===== src/airs_defines.svh =====
// Constants for the converter input and reference select block.
// Assumes inclusion by bare name from the package; the design files use its macros without including it.
`ifndef AIRS_DEFINES_SVH
`define AIRS_DEFINES_SVH
`define AIRS_ADDR_W 2
`define AIRS_OFF_INCLK 2'h0
`define AIRS_OFF_REF 2'h1
`define AIRS_OFF_PINS 2'h2
`define AIRS_RST_INCLK 8'h00
`define AIRS_RST_REF 8'h00
`define AIRS_RST_PINS 8'hFF
`define AIRS_RST_GAIN 3'h1
`define AIRS_INCLK_MASK 8'hE7
`define AIRS_SEL_HI 7
`define AIRS_SEL_LO 5
`define AIRS_CKS_HI 2
`define AIRS_CKS_LO 0
`define AIRS_BIT_PGA 7
`define AIRS_BIT_BG 6
`define AIRS_BIT_VRI 5
`define AIRS_BIT_VRO 4
`define AIRS_VRS_HI 3
`define AIRS_VRS_LO 0
`define AIRS_DIV_W 7
`define AIRS_NPINS 8
`endif


===== src/airs_pkg.sv =====
// Types for the converter input and reference select block.
// Assumes airs_defines.svh is on the include path.
`include "airs_defines.svh"
package airs_pkg;
	// Converted-signal source
	typedef enum logic [2:0] {
		AIRS_SIG_EXT = 3'h0,
		AIRS_SIG_VDD = 3'h1,
		AIRS_SIG_VDD2 = 3'h2,
		AIRS_SIG_VDD4 = 3'h3,
		AIRS_SIG_VR = 3'h4,
		AIRS_SIG_VR2 = 3'h5,
		AIRS_SIG_VR4 = 3'h6
	} airs_sig_t;
	// Reference source
	typedef enum logic [1:0] {
		AIRS_REF_VDD = 2'h0,
		AIRS_REF_PIN = 2'h1,
		AIRS_REF_BG = 2'h2
	} airs_ref_t;
	// Register bus request
	typedef struct packed {
		logic [`AIRS_ADDR_W-1:0] addr;
		logic [7:0] wdata;
		logic wr;
		logic rd;
	} airs_bus_t;
	// Converter steering outputs
	typedef struct packed {
		airs_sig_t sig;
		logic ext_connect;
		airs_ref_t ref_src;
		logic [2:0] ref_gain;
		logic pga_on;
		logic bandgap_on;
		logic ref_in_pin;
		logic ref_out_pin;
	} airs_ctl_t;
endpackage


===== src/airs_clkdiv.sv =====
// Conversion clock divider: free-running counter, one tap per ratio.
// Assumes the select is a registered value in the system clock domain.
`timescale 1ns/1ps
`default_nettype none
module airs_clkdiv
	import airs_pkg::*;
(
	// Clock and reset
	input wire logic clk_sys,
	input wire logic reset_n,
	// Ratio select
	input wire logic [2:0] div_sel,
	// Divided clock enable, one cycle in each period
	output logic conv_tick
);
	logic [`AIRS_DIV_W-1:0] cnt_q;
	logic [`AIRS_DIV_W:0] mask;

	// Mask of count bits that must be all ones at the end of a period
	always_comb
	begin
		mask = (`AIRS_DIV_W+1)'(1) << div_sel;
		mask = mask - (`AIRS_DIV_W+1)'(1);
	end

	// Counter runs always; a ratio change takes effect at the next tap
	always_ff @(posedge clk_sys or negedge reset_n)
	begin
		if (!reset_n)
			cnt_q <= '0;
		else
			cnt_q <= cnt_q + `AIRS_DIV_W'(1);
	end

	// Tick when masked bits are all ones; ratio 1 ticks every cycle
	always_ff @(posedge clk_sys or negedge reset_n)
	begin
		if (!reset_n)
			conv_tick <= 1'b0;
		else
			conv_tick <= ((cnt_q & mask[`AIRS_DIV_W-1:0]) ==
				mask[`AIRS_DIV_W-1:0]);
	end
endmodule
`default_nettype wire


===== src/airs_top.sv =====
// Converter input, clock and reference selection registers and steering.
// Assumes a single-cycle strobe master on the system clock.
//
// Design decisions made here: strobed register access and the address map.
`timescale 1ns/1ps
`default_nettype none
// Behaviour
// - Input select 000 or 100 routes the external channel.
// - Codes 001-011 pick supply fractions, 101-111 reference fractions.
// - Any internal selection disconnects the external channel input.
// - Clock field divides system clock by 1 to 128.
// - Bits 4 and 3 of input/clock register ignore writes, read zero.
// - Each analog pin enable bit makes its pin an analog channel.
// - Gain amplifier enable makes the amplified reference available.
// - Bandgap powered when enabled, off when unused and detectors off.
// - Reference input pin and output pin selects act independently.
// - Reference code table; 1001 reserved; others select supply.
// - Bandgap reference disconnects supply and external pin paths.
// - Analog pin drops other functions, pull-high and direction.
module airs_top
	import airs_pkg::*;
(
	// Clock and reset
	input wire logic clk_sys,
	input wire logic reset_n,
	// Register port
	input wire airs_bus_t bus,
	output logic [7:0] rdata_q,
	// Detector enables elsewhere that keep the bandgap alive
	input wire logic low_voltage_detect_en,
	input wire logic low_voltage_reset_en,
	// Converter controls
	output airs_ctl_t ctl_q,
	output logic conv_tick_q,
	output logic ref_supply_path_q,
	output logic ref_pin_path_q,
	// Pin steering
	output logic [`AIRS_NPINS-1:0] analog_pin_enable_q,
	output logic [`AIRS_NPINS-1:0] pin_func_off_q,
	output logic [`AIRS_NPINS-1:0] pullhigh_off_q,
	output logic [`AIRS_NPINS-1:0] dir_override_q
);
	logic [7:0] inclk_q;
	logic [7:0] refc_q;
	logic [7:0] pins_q;
	logic [2:0] input_signal_select;
	logic [2:0] conv_clock_divider_select;
	logic [3:0] ref_voltage_select;
	logic ref_gain_amp_enable;
	logic bandgap_ref_enable;
	logic ref_input_pin_select;
	logic ref_output_pin_select;
	logic tick;
	airs_ctl_t ctl_d;

	assign input_signal_select = inclk_q[`AIRS_SEL_HI:`AIRS_SEL_LO];
	assign conv_clock_divider_select = inclk_q[`AIRS_CKS_HI:`AIRS_CKS_LO];
	assign ref_voltage_select = refc_q[`AIRS_VRS_HI:`AIRS_VRS_LO];
	assign ref_gain_amp_enable = refc_q[`AIRS_BIT_PGA];
	assign bandgap_ref_enable = refc_q[`AIRS_BIT_BG];
	assign ref_input_pin_select = refc_q[`AIRS_BIT_VRI];
	assign ref_output_pin_select = refc_q[`AIRS_BIT_VRO];

	// Map input select code to signal source
	function automatic airs_sig_t sig_decode(input logic [2:0] code);
		airs_sig_t s;
		s = AIRS_SIG_EXT;
		unique case (code)
			3'h0, 3'h4: s = AIRS_SIG_EXT;
			3'h1: s = AIRS_SIG_VDD;
			3'h2: s = AIRS_SIG_VDD2;
			3'h3: s = AIRS_SIG_VDD4;
			3'h5: s = AIRS_SIG_VR;
			3'h6: s = AIRS_SIG_VR2;
			3'h7: s = AIRS_SIG_VR4;
		endcase
		return s;
	endfunction

	// Map reference code to source; reserved and unlisted codes use supply
	function automatic airs_ref_t ref_decode(input logic [3:0] code);
		airs_ref_t r;
		case (code)
			4'h1, 4'h2, 4'h3, 4'h4: r = AIRS_REF_PIN;
			4'hA, 4'hB, 4'hC: r = AIRS_REF_BG;
			default: r = AIRS_REF_VDD;
		endcase
		return r;
	endfunction

	// Gain: pin codes 1-4 give x1..x4, bandgap codes A-C give x2..x4
	function automatic logic [2:0] gain_decode(input logic [3:0] code);
		logic [2:0] g;
		case (code)
			4'h1, 4'h2, 4'h3, 4'h4: g = code[2:0] == 3'h4 ? 3'h4 : code[2:0];
			4'hA, 4'hB, 4'hC: g = code[2:0];
			default: g = 3'h1;
		endcase
		return g;
	endfunction

	// Input/clock register; unimplemented bits masked off on write
	// Unused bits held zero
	always_ff @(posedge clk_sys or negedge reset_n)
	begin
		if (!reset_n)
			inclk_q <= `AIRS_RST_INCLK;
		else if (bus.wr && bus.addr == `AIRS_OFF_INCLK)
			inclk_q <= bus.wdata & `AIRS_INCLK_MASK;
	end

	// Reference configuration register
	// Stored as written
	always_ff @(posedge clk_sys or negedge reset_n)
	begin
		if (!reset_n)
			refc_q <= `AIRS_RST_REF;
		else if (bus.wr && bus.addr == `AIRS_OFF_REF)
			refc_q <= bus.wdata;
	end

	// Analog pin enable register, all pins analog after reset
	always_ff @(posedge clk_sys or negedge reset_n)
	begin
		if (!reset_n)
			pins_q <= `AIRS_RST_PINS;
		else if (bus.wr && bus.addr == `AIRS_OFF_PINS)
			pins_q <= bus.wdata;
	end

	// Read data one cycle after the strobe; unmapped address reads zero
	always_ff @(posedge clk_sys or negedge reset_n)
	begin
		if (!reset_n)
			rdata_q <= 8'h00;
		else if (bus.rd)
		begin
			unique case (bus.addr)
				`AIRS_OFF_INCLK: rdata_q <= inclk_q;
				`AIRS_OFF_REF: rdata_q <= refc_q;
				`AIRS_OFF_PINS: rdata_q <= pins_q;
				default: rdata_q <= 8'h00;
			endcase
		end
		else
			rdata_q <= 8'h00;
	end

	// Converter steering from register fields
	always_comb
	begin
		ctl_d = '0;
		ctl_d.sig = sig_decode(input_signal_select);
		ctl_d.ext_connect = (ctl_d.sig == AIRS_SIG_EXT);
		ctl_d.ref_src = ref_decode(ref_voltage_select);
		ctl_d.ref_gain = gain_decode(ref_voltage_select);
		ctl_d.pga_on = ref_gain_amp_enable;
		// Bandgap auto-off when nothing needs it
		ctl_d.bandgap_on = bandgap_ref_enable | low_voltage_detect_en |
			low_voltage_reset_en;
		ctl_d.ref_in_pin = ref_input_pin_select;
		ctl_d.ref_out_pin = ref_output_pin_select;
	end

	// Registered steering; takes effect two cycles after the write strobe
	// Reset matches the decode of the reset register values, so the
	// external channel shows as connected from the first cycle
	// One-cycle latency
	always_ff @(posedge clk_sys or negedge reset_n)
	begin
		if (!reset_n)
			ctl_q <= '{sig: AIRS_SIG_EXT, ext_connect: 1'b1,
				ref_src: AIRS_REF_VDD, ref_gain: `AIRS_RST_GAIN, default: '0};
		else
			ctl_q <= ctl_d;
	end

	// Bandgap reference isolates supply and pin paths
	always_ff @(posedge clk_sys or negedge reset_n)
	begin
		if (!reset_n)
		begin
			ref_supply_path_q <= 1'b1;
			ref_pin_path_q <= 1'b0;
		end
		else
		begin
			ref_supply_path_q <= (ctl_d.ref_src == AIRS_REF_VDD);
			ref_pin_path_q <= (ctl_d.ref_src == AIRS_REF_PIN);
		end
	end

	generate
		for (genvar i = 0; i < `AIRS_NPINS; i++)
		begin : g_pin
			always_ff @(posedge clk_sys or negedge reset_n)
			begin
				if (!reset_n)
				begin
					analog_pin_enable_q[i] <= 1'b1;
					pin_func_off_q[i] <= 1'b1;
					pullhigh_off_q[i] <= 1'b1;
					dir_override_q[i] <= 1'b1;
				end
				else
				begin
					analog_pin_enable_q[i] <= pins_q[i];
					pin_func_off_q[i] <= pins_q[i];
					pullhigh_off_q[i] <= pins_q[i];
					dir_override_q[i] <= pins_q[i];
				end
			end
		end
	endgenerate

	airs_clkdiv u_div (
		.clk_sys(clk_sys),
		.reset_n(reset_n),
		.div_sel(conv_clock_divider_select),
		.conv_tick(tick)
	);

	// Retime tick so the output leaves a flip-flop of this module
	always_ff @(posedge clk_sys or negedge reset_n)
	begin
		if (!reset_n)
			conv_tick_q <= 1'b0;
		else
			conv_tick_q <= tick;
	end
endmodule
`default_nettype wire


===== config.mk =====
export PLATFORM = sky130hd
export DESIGN_NAME = airs_top
export DESIGN_NICKNAME = d
export VERILOG_FILES = /design/src/airs_pkg.sv /design/src/airs_clkdiv.sv /design/src/airs_top.sv
export VERILOG_INCLUDE_DIRS = /design/src
export SDC_FILE = /design/constraint.sdc
export NUM_CORES = 1
export LEC_CHECK = 0
export BUFFER_PORTS_ARGS = -buffer_cell sky130_fd_sc_hd__buf_2
export CELL_PAD_IN_SITES_DETAIL_PLACEMENT = 2
export CELL_PAD_IN_SITES_GLOBAL_PLACEMENT = 2
export CORE_MARGIN = 8
export CORE_UTILIZATION = 33
export CTS_CLUSTER_DIAMETER = 120
export CTS_CLUSTER_SIZE = 8
export DETAILED_ROUTE_END_ITERATION = 16
export GPL_ROUTABILITY_DRIVEN = 0
export PLACE_DENSITY = 0.83
export SYNTH_ARGS = -nofsm -noshare
export SYNTH_HDL_FRONTEND = slang
export SYNTH_SLANG_ARGS = --single-unit

===== constraint.sdc =====
create_clock -name clk_sys -period 2.31 [get_ports clk_sys]
set_clock_uncertainty 0.1 [all_clocks]
set_input_delay 0.3465 -clock clk_sys [delete_from_list [all_inputs] [get_ports clk_sys]]
set_output_delay 0.3465 -clock clk_sys [all_outputs]
set_load 0.005 [all_outputs]

# ---- Yosys cells after proc, flatten, opt, wreduce, memory -nomap -nowiden
# Memory sizes are Yosys's and may differ from the RTL's.
# Index checks and enable logic that the tools add are counted.
dict set report totals {
  register_bits 62
  mem_bits_ro 24
  in_bits 16
  output_inout_bits 56
  elab_cells 57
  mem_count 1
}
# name depth word_bits rd rd_clocked_by_memory_dff write_ports line
set memory_table {}
lappend memory_table {{(name not given)} 8 3 1 0 0 airs_top.sv:68} ;# unique case (code)
dict set report op_classes {
  add_sub_neg 2
  n_eq_ne 12
  n_shift 1
  muxes 5
  n_bitwise 3
  n_reduce_logical 8
}
# cell count
set op_table {}
lappend op_table {{one-hot mux 8 bit (3 select lines)} 1}
lappend op_table {{equality test 4 bit (second input constant)} 3}
lappend op_table {{equality test 4 x 2 -> 1 bit (second input constant)} 2}
lappend op_table {{two-way mux 8 bit} 1}
lappend op_table {{adder 7 x 1 -> 7 bit (second input constant)} 1}
lappend op_table {{AND 7 bit} 1}
lappend op_table {{equality test 7 bit} 1}
lappend op_table {{left shift 1 x 3 -> 7 bit (first input constant)} 1}
lappend op_table {{subtractor 7 x 1 -> 7 bit (second input constant)} 1}
lappend op_table {{one-hot mux 3 bit (2 select lines)} 1}
lappend op_table {{equality test 2 x 1 -> 1 bit (second input constant)} 2}
lappend op_table {{equality test 4 x 1 -> 1 bit (second input constant)} 1}
lappend op_table {{equality test 4 x 3 -> 1 bit (second input constant)} 1}
lappend op_table {{logical NOT 2 bit} 2}
lappend op_table {{one-hot mux 2 bit (2 select lines)} 1}
lappend op_table {{OR reduction 4 bit} 1}
lappend op_table {{equality test 3 bit (second input constant)} 1}
lappend op_table {{logical AND 1 bit} 3}
lappend op_table {{logical NOT 3 bit} 1}
lappend op_table {{two-way mux 3 bit} 1}
lappend op_table {{OR reduction 3 bit} 1}
lappend op_table {{equality test 2 bit (second input constant)} 1}
lappend op_table {{OR 1 bit} 2}

# ---- Logic depth before layout (Yosys ltp)
dict set report logic_depth {
  depth_word 4
  mapped_depth 8
  ltp_nobuf 7
}

# ---- By module
# From an unflattened synthesis, not the netlist that was laid out.
dict set report hier_totals {
  hier_cells 184
  hier_area_um2 2517.4
}
# mod instances cells_per_inst area_each_um2 seq_area_each_um2
set modules_own_cells {}
lappend modules_own_cells {airs_top 1 155 2167.1 1375.1}
lappend modules_own_cells {airs_clkdiv 1 29 350.3 200.2}

# ---- Worst setup path after synthesis
# OpenSTA, ideal clock, no wires.
dict set report synth_path {
  kind {reg2reg}
  from {reg inclk_q[2]}
  to {reg u_div.conv_tick}
  setup_time_ns 0.121
  t_arrival_ns 1.672
  required_ns 2.089
  slack_ns 0.417
  stages_incl_launch_ff 7
  path_buffers 1
  synth_period_minus_slack_ns 1.893
  cell_sequence {dfrtp_1 -> buf_4 -> or3_1 -> ha_1 -> a2111oi_0 -> o21ai_0 -> and4bb_1}
}
dict set report synth_via {
  elab_chain_len 4
}
# item line
set synth_rtl {}
lappend synth_rtl {{start: declaration} airs_top.sv:43} ;# logic [7:0] inclk_q;
lappend synth_rtl {{start signal: assignment} airs_top.sv:107} ;# inclk_q <= `AIRS_RST_INCLK;
lappend synth_rtl {{start signal: assignment} airs_top.sv:109} ;# inclk_q <= bus.wdata & `AIRS_INCLK_MASK;
lappend synth_rtl {{left shift 1 x 3 -> 7 bit (*)} airs_clkdiv.sv:22} ;# mask = (`AIRS_DIV_W+1)'(1) << div_sel;
lappend synth_rtl {{subtractor 7 x 1 -> 7 bit (*)} airs_clkdiv.sv:23} ;# mask = mask - (`AIRS_DIV_W+1)'(1);
lappend synth_rtl {{AND 7 bit} airs_clkdiv.sv:41} ;# conv_tick <= ((cnt_q & mask[`AIRS_DIV_W-1:0]) ==
lappend synth_rtl {{equality test 7 bit (*)} airs_clkdiv.sv:41}
lappend synth_rtl {{end signal: assignment} airs_clkdiv.sv:41}
lappend synth_rtl {{end: declaration} airs_clkdiv.sv:14} ;# output logic conv_tick
# Every way passes the cells marked *; elsewhere a longest branch is shown, timed or not.
# A chain may end at the register's enable or synchronous reset.

# ---- Worst setup path after layout
# Ends and elaborated chain as after synthesis.

==> summary.md <==
| Metric | Value |
|---|---|
| Status | `complete, no violations` |
| Antenna Cells | `0` |
| Post-route setup slack | `0.228 ns` |
| TritonCTS Buffers | `9` |
| Critical path class | `flop to flop` |
| Clock latency on the worst-skew pair | `approximately 0.34 ns` |
| Non-filler cells in the finished layout | `approximately 370` |
| Yosys cell types | `34` |
| Crit-path max FO | `10` |
| First drt pass iteration count | `3` |
| Setup violations, final | `0` |
| Worst slack, placed | `approximately 0.17 ns` |
| Die Wd | `~100 um` |
| Placed cells | `between 300 and 400` |
| Row count | `32` |
| Final period util | `0.901` |
| Core area | `~7700 um2` |
| Netlist Area Pre-Place | `roughly 2600 um2` |
| R2R Setup Slk | `approximately 0.23 ns` |
| ANT nets after route | `0` |
| Total track usage | `0.130` |
| CTS H-tree lvls | `3` |
| Max frequency | `between 0.4 and 0.5 GHz` |
| Max clock buf depth | `2` |
| Clock sinks | `a little over 60` |
| Area grow syn2layout | `20.1%` |
| Worst setup SP type | `flop` |
| Cells after synthesis | `between 200 and 250` |
| Most frequent cells in the layout | `buf_2 (71), dfrtp_1 (43), mux2_2 (20), dfstp_2 (19), o21ai_0 (12)` |
| WL/cell | `18.1 um` |
| Max VDD drop | `roughly 0.4 mV` |
| PwrDens | `between 900 and 1000 nW/um2` |
| Yosys warns | `0` |
| Fin area | `about 3100 um2` |
| Slew @ Worst Pin | `about 0.6 ns` |
| Die Y | `between 100 and 150 um` |
| Via count | `roughly 1700` |
| Pins Over Slew Limit | `0` |
| Largest net degree at the start of global routing | `39` |
| Unrepaired setup endpoints after global routing | `false` |
| Fin nets | `around 280` |
| Vias per cell | `~4.7` |
| DP Area | `around 2900 um2` |
| DR DRC count | `0` |
| Share of layout cells above drive strength 1 | `0.492` |
| Hold crit path type | `primary input to flop` |
| CP Data Required Time | `roughly 2.4 ns` |
| Root buf cell | `clkbuf_8` |
| DIE AREA | `between 10000 and 15000 um2` |
| Total congestion overflow | `0` |
| Max Cap Viol | `0` |
| Worst setup EP type | `flop` |
| Global-route wire length before repair | `11300 um` |
| Final hold vios | `0` |
| Net Count, Synth | `between 200 and 250` |
| Most common cell after layout, fill and taps aside | `buf_2` |
| Critical path arrival | `2.21 ns` |
| Final TNS setup | `0 ns` |
| Clock slew seen by the registers of the worst setup and hold paths | `0.07 ns` |
| Starting DRC count in detailed routing | `59` |
| Post-layout min period | `between 2 and 2.5 ns` |
| Total Routed Length | `6630 um` |
| Leakage | `about 0.0015 uW` |
| Seq/Total Area, Yosys | `0.606` |
| Hold_ws | `~0.09 ns` |
| Starting Density | `0.338` |
| Vias in the first global route | `2067` |
| Initial antenna violation count | `0` |
| Syn Area/Cell | `12.8 um2` |
| Post-DP HPWL | `~5000 um` |
| Port Buffer Count | `between 70 and 80` |
| TritonCTS clock tree | `built` |
| I/O pins | `between 70 and 80` |
| Flops & latches, synth | `between 60 and 70` |
| Slew margin rel. | `0.601` |
## registers in the layout, summed over array words and instances (netlist names)
| register | count |
|---|---|
| rdata_q | 8 |
| refc_q | 8 |
| inclk_q | 6 |
| u_div.cnt_q | 7 |
| dir_override_q | 8 |
| ref_pin_path_q | 1 |
| pins_q | 8 |
| ref_supply_path_q | 1 |
| conv_tick_q | 1 |
| u_div.conv_tick | 1 |
| ctl_q | 13 |
## kinds of logic (layout without fill, tap and decap cells)
kind of cell | count (synthesis) | in the layout | synth area share
muxes | 26 | 26 | 0.110
DFF | 62 | 62 | 0.606
xor gates and xnor gates | 5 | 5 | 0.0168
and+or+nand+nor | 48 | 48 | 0.109
AOI/OAI and AO/OA | 25 | 25 | 0.0573
adders and majority gates | 2 | 2 | 0.00962
buffers and inverters | 35 | 96 | 0.0914
## through the flow
| stage | util | total power (uW) |
|---|---|---|
| after floorplan | - | 1780 |
| after global placement | 0.377 | 1950 |
| after detailed placement | 0.377 | 2000 |
| after CTS | 0.406 | 3080 |
| after global routing | 0.406 | 3200 |
| final | 0.406 | 3020 |
## what timing repair did
action | 4_1_cts | 5_1_grt
resized for setup | 0 | 1
hold buffers | 1 | 0
setup buffers | 0 | 0
endpoints found under the setup margin | 0 | 1
endpoints found under the hold margin | 16 | 0
## synth_stat cells
library cell,instances,share of area
dfrtp_1,43,0.41
buf_4,28,0.081
mux2_2,20,0.087
dfstp_2,19,0.19
o21ai_0,12,0.023
nand2_1,10,0.014
nor2b_1,7,0.017
and2_1,6,0.014
inv_1,6,0.0087
mux2i_1,6,0.023
nor2_1,6,0.0087
a21oi_1,5,0.0096
nand3_1,4,0.0077
xnor2_1,3,0.010
a22oi_1,2,0.0058
and3_1,2,0.0048
ha_1,2,0.0096
nand3b_1,2,0.0058
o211ai_1,2,0.0058
or2_2,2,0.0048
or3_1,2,0.0048
xor2_1,2,0.0067
a2111oi_0,1,0.0034
a21boi_0,1,0.0029
and4bb_1,1,0.0048
buf_2,1,0.0019
nand2_4,1,0.0043
nand2b_1,1,0.0024
nor3_1,1,0.0019
nor3b_1,1,0.0029
nor3b_4,1,0.0072
nor4b_1,1,0.0034
o21a_1,1,0.0029
o32a_1,1,0.0039
## power breakdown
group	internal, uW	total (uW)	switching, uW
clock network	634	1050	418
registers	1310	1440	135
logic	268	523	256
total	2210	3020	809
## per-layer routing
metal / up-vias / GRT usage / part of all wire
met5: - / 0 / 0
met4: 0 / 0.0581 / 0.023
met3: 15 / 0.0436 / 0.049
met2: 48 / 0.233 / 0.55
met1: 888 / 0.134 / 0.38
li1: 775 / - / -
## path summary, 6_finish.rpt
check / from / endpoint / cells after the start
worst max-delay path: inclk_q[2]$_DFFE_PN0P_ / u_div.conv_tick$_DFF_PN0_ / 5
min in group asynchronous: reset_n / rdata_q[6]$_DFF_PN0_ / 2
max in group asynchronous: reset_n / pins_q[1]$_DFFE_PN1P_ / 3
worst min register to register: u_div.conv_tick$_DFF_PN0_ / conv_tick_q$_DFF_PN0_ / 0
worst min-delay path: low_voltage_reset_en / ctl_q[2]$_DFF_PN0_ / 2
worst max register to register: inclk_q[2]$_DFFE_PN0P_ / u_div.conv_tick$_DFF_PN0_ / 5
## worst max-delay path, cell delays in order, from the launching register on
cell,delay [ns]
dfrtp_1,0.48
or3_1,0.43
ha_1,0.29
a2111oi_1,0.32
o21ai_0,0.14
and4bb_1,0.21
## area by class of cell
type,instances,area [um2]
Timing Repair Buffer,74,393
Sequential cell,62,1580
Inverter,6,22.5
Tap cell,102,128
Fill cell,817,4570
Clock buffer,12,145
Clock inverter,4,70.1
Multi-Input combinational cell,106,788
Note: power is estimated with default switching activity, not from simulation.
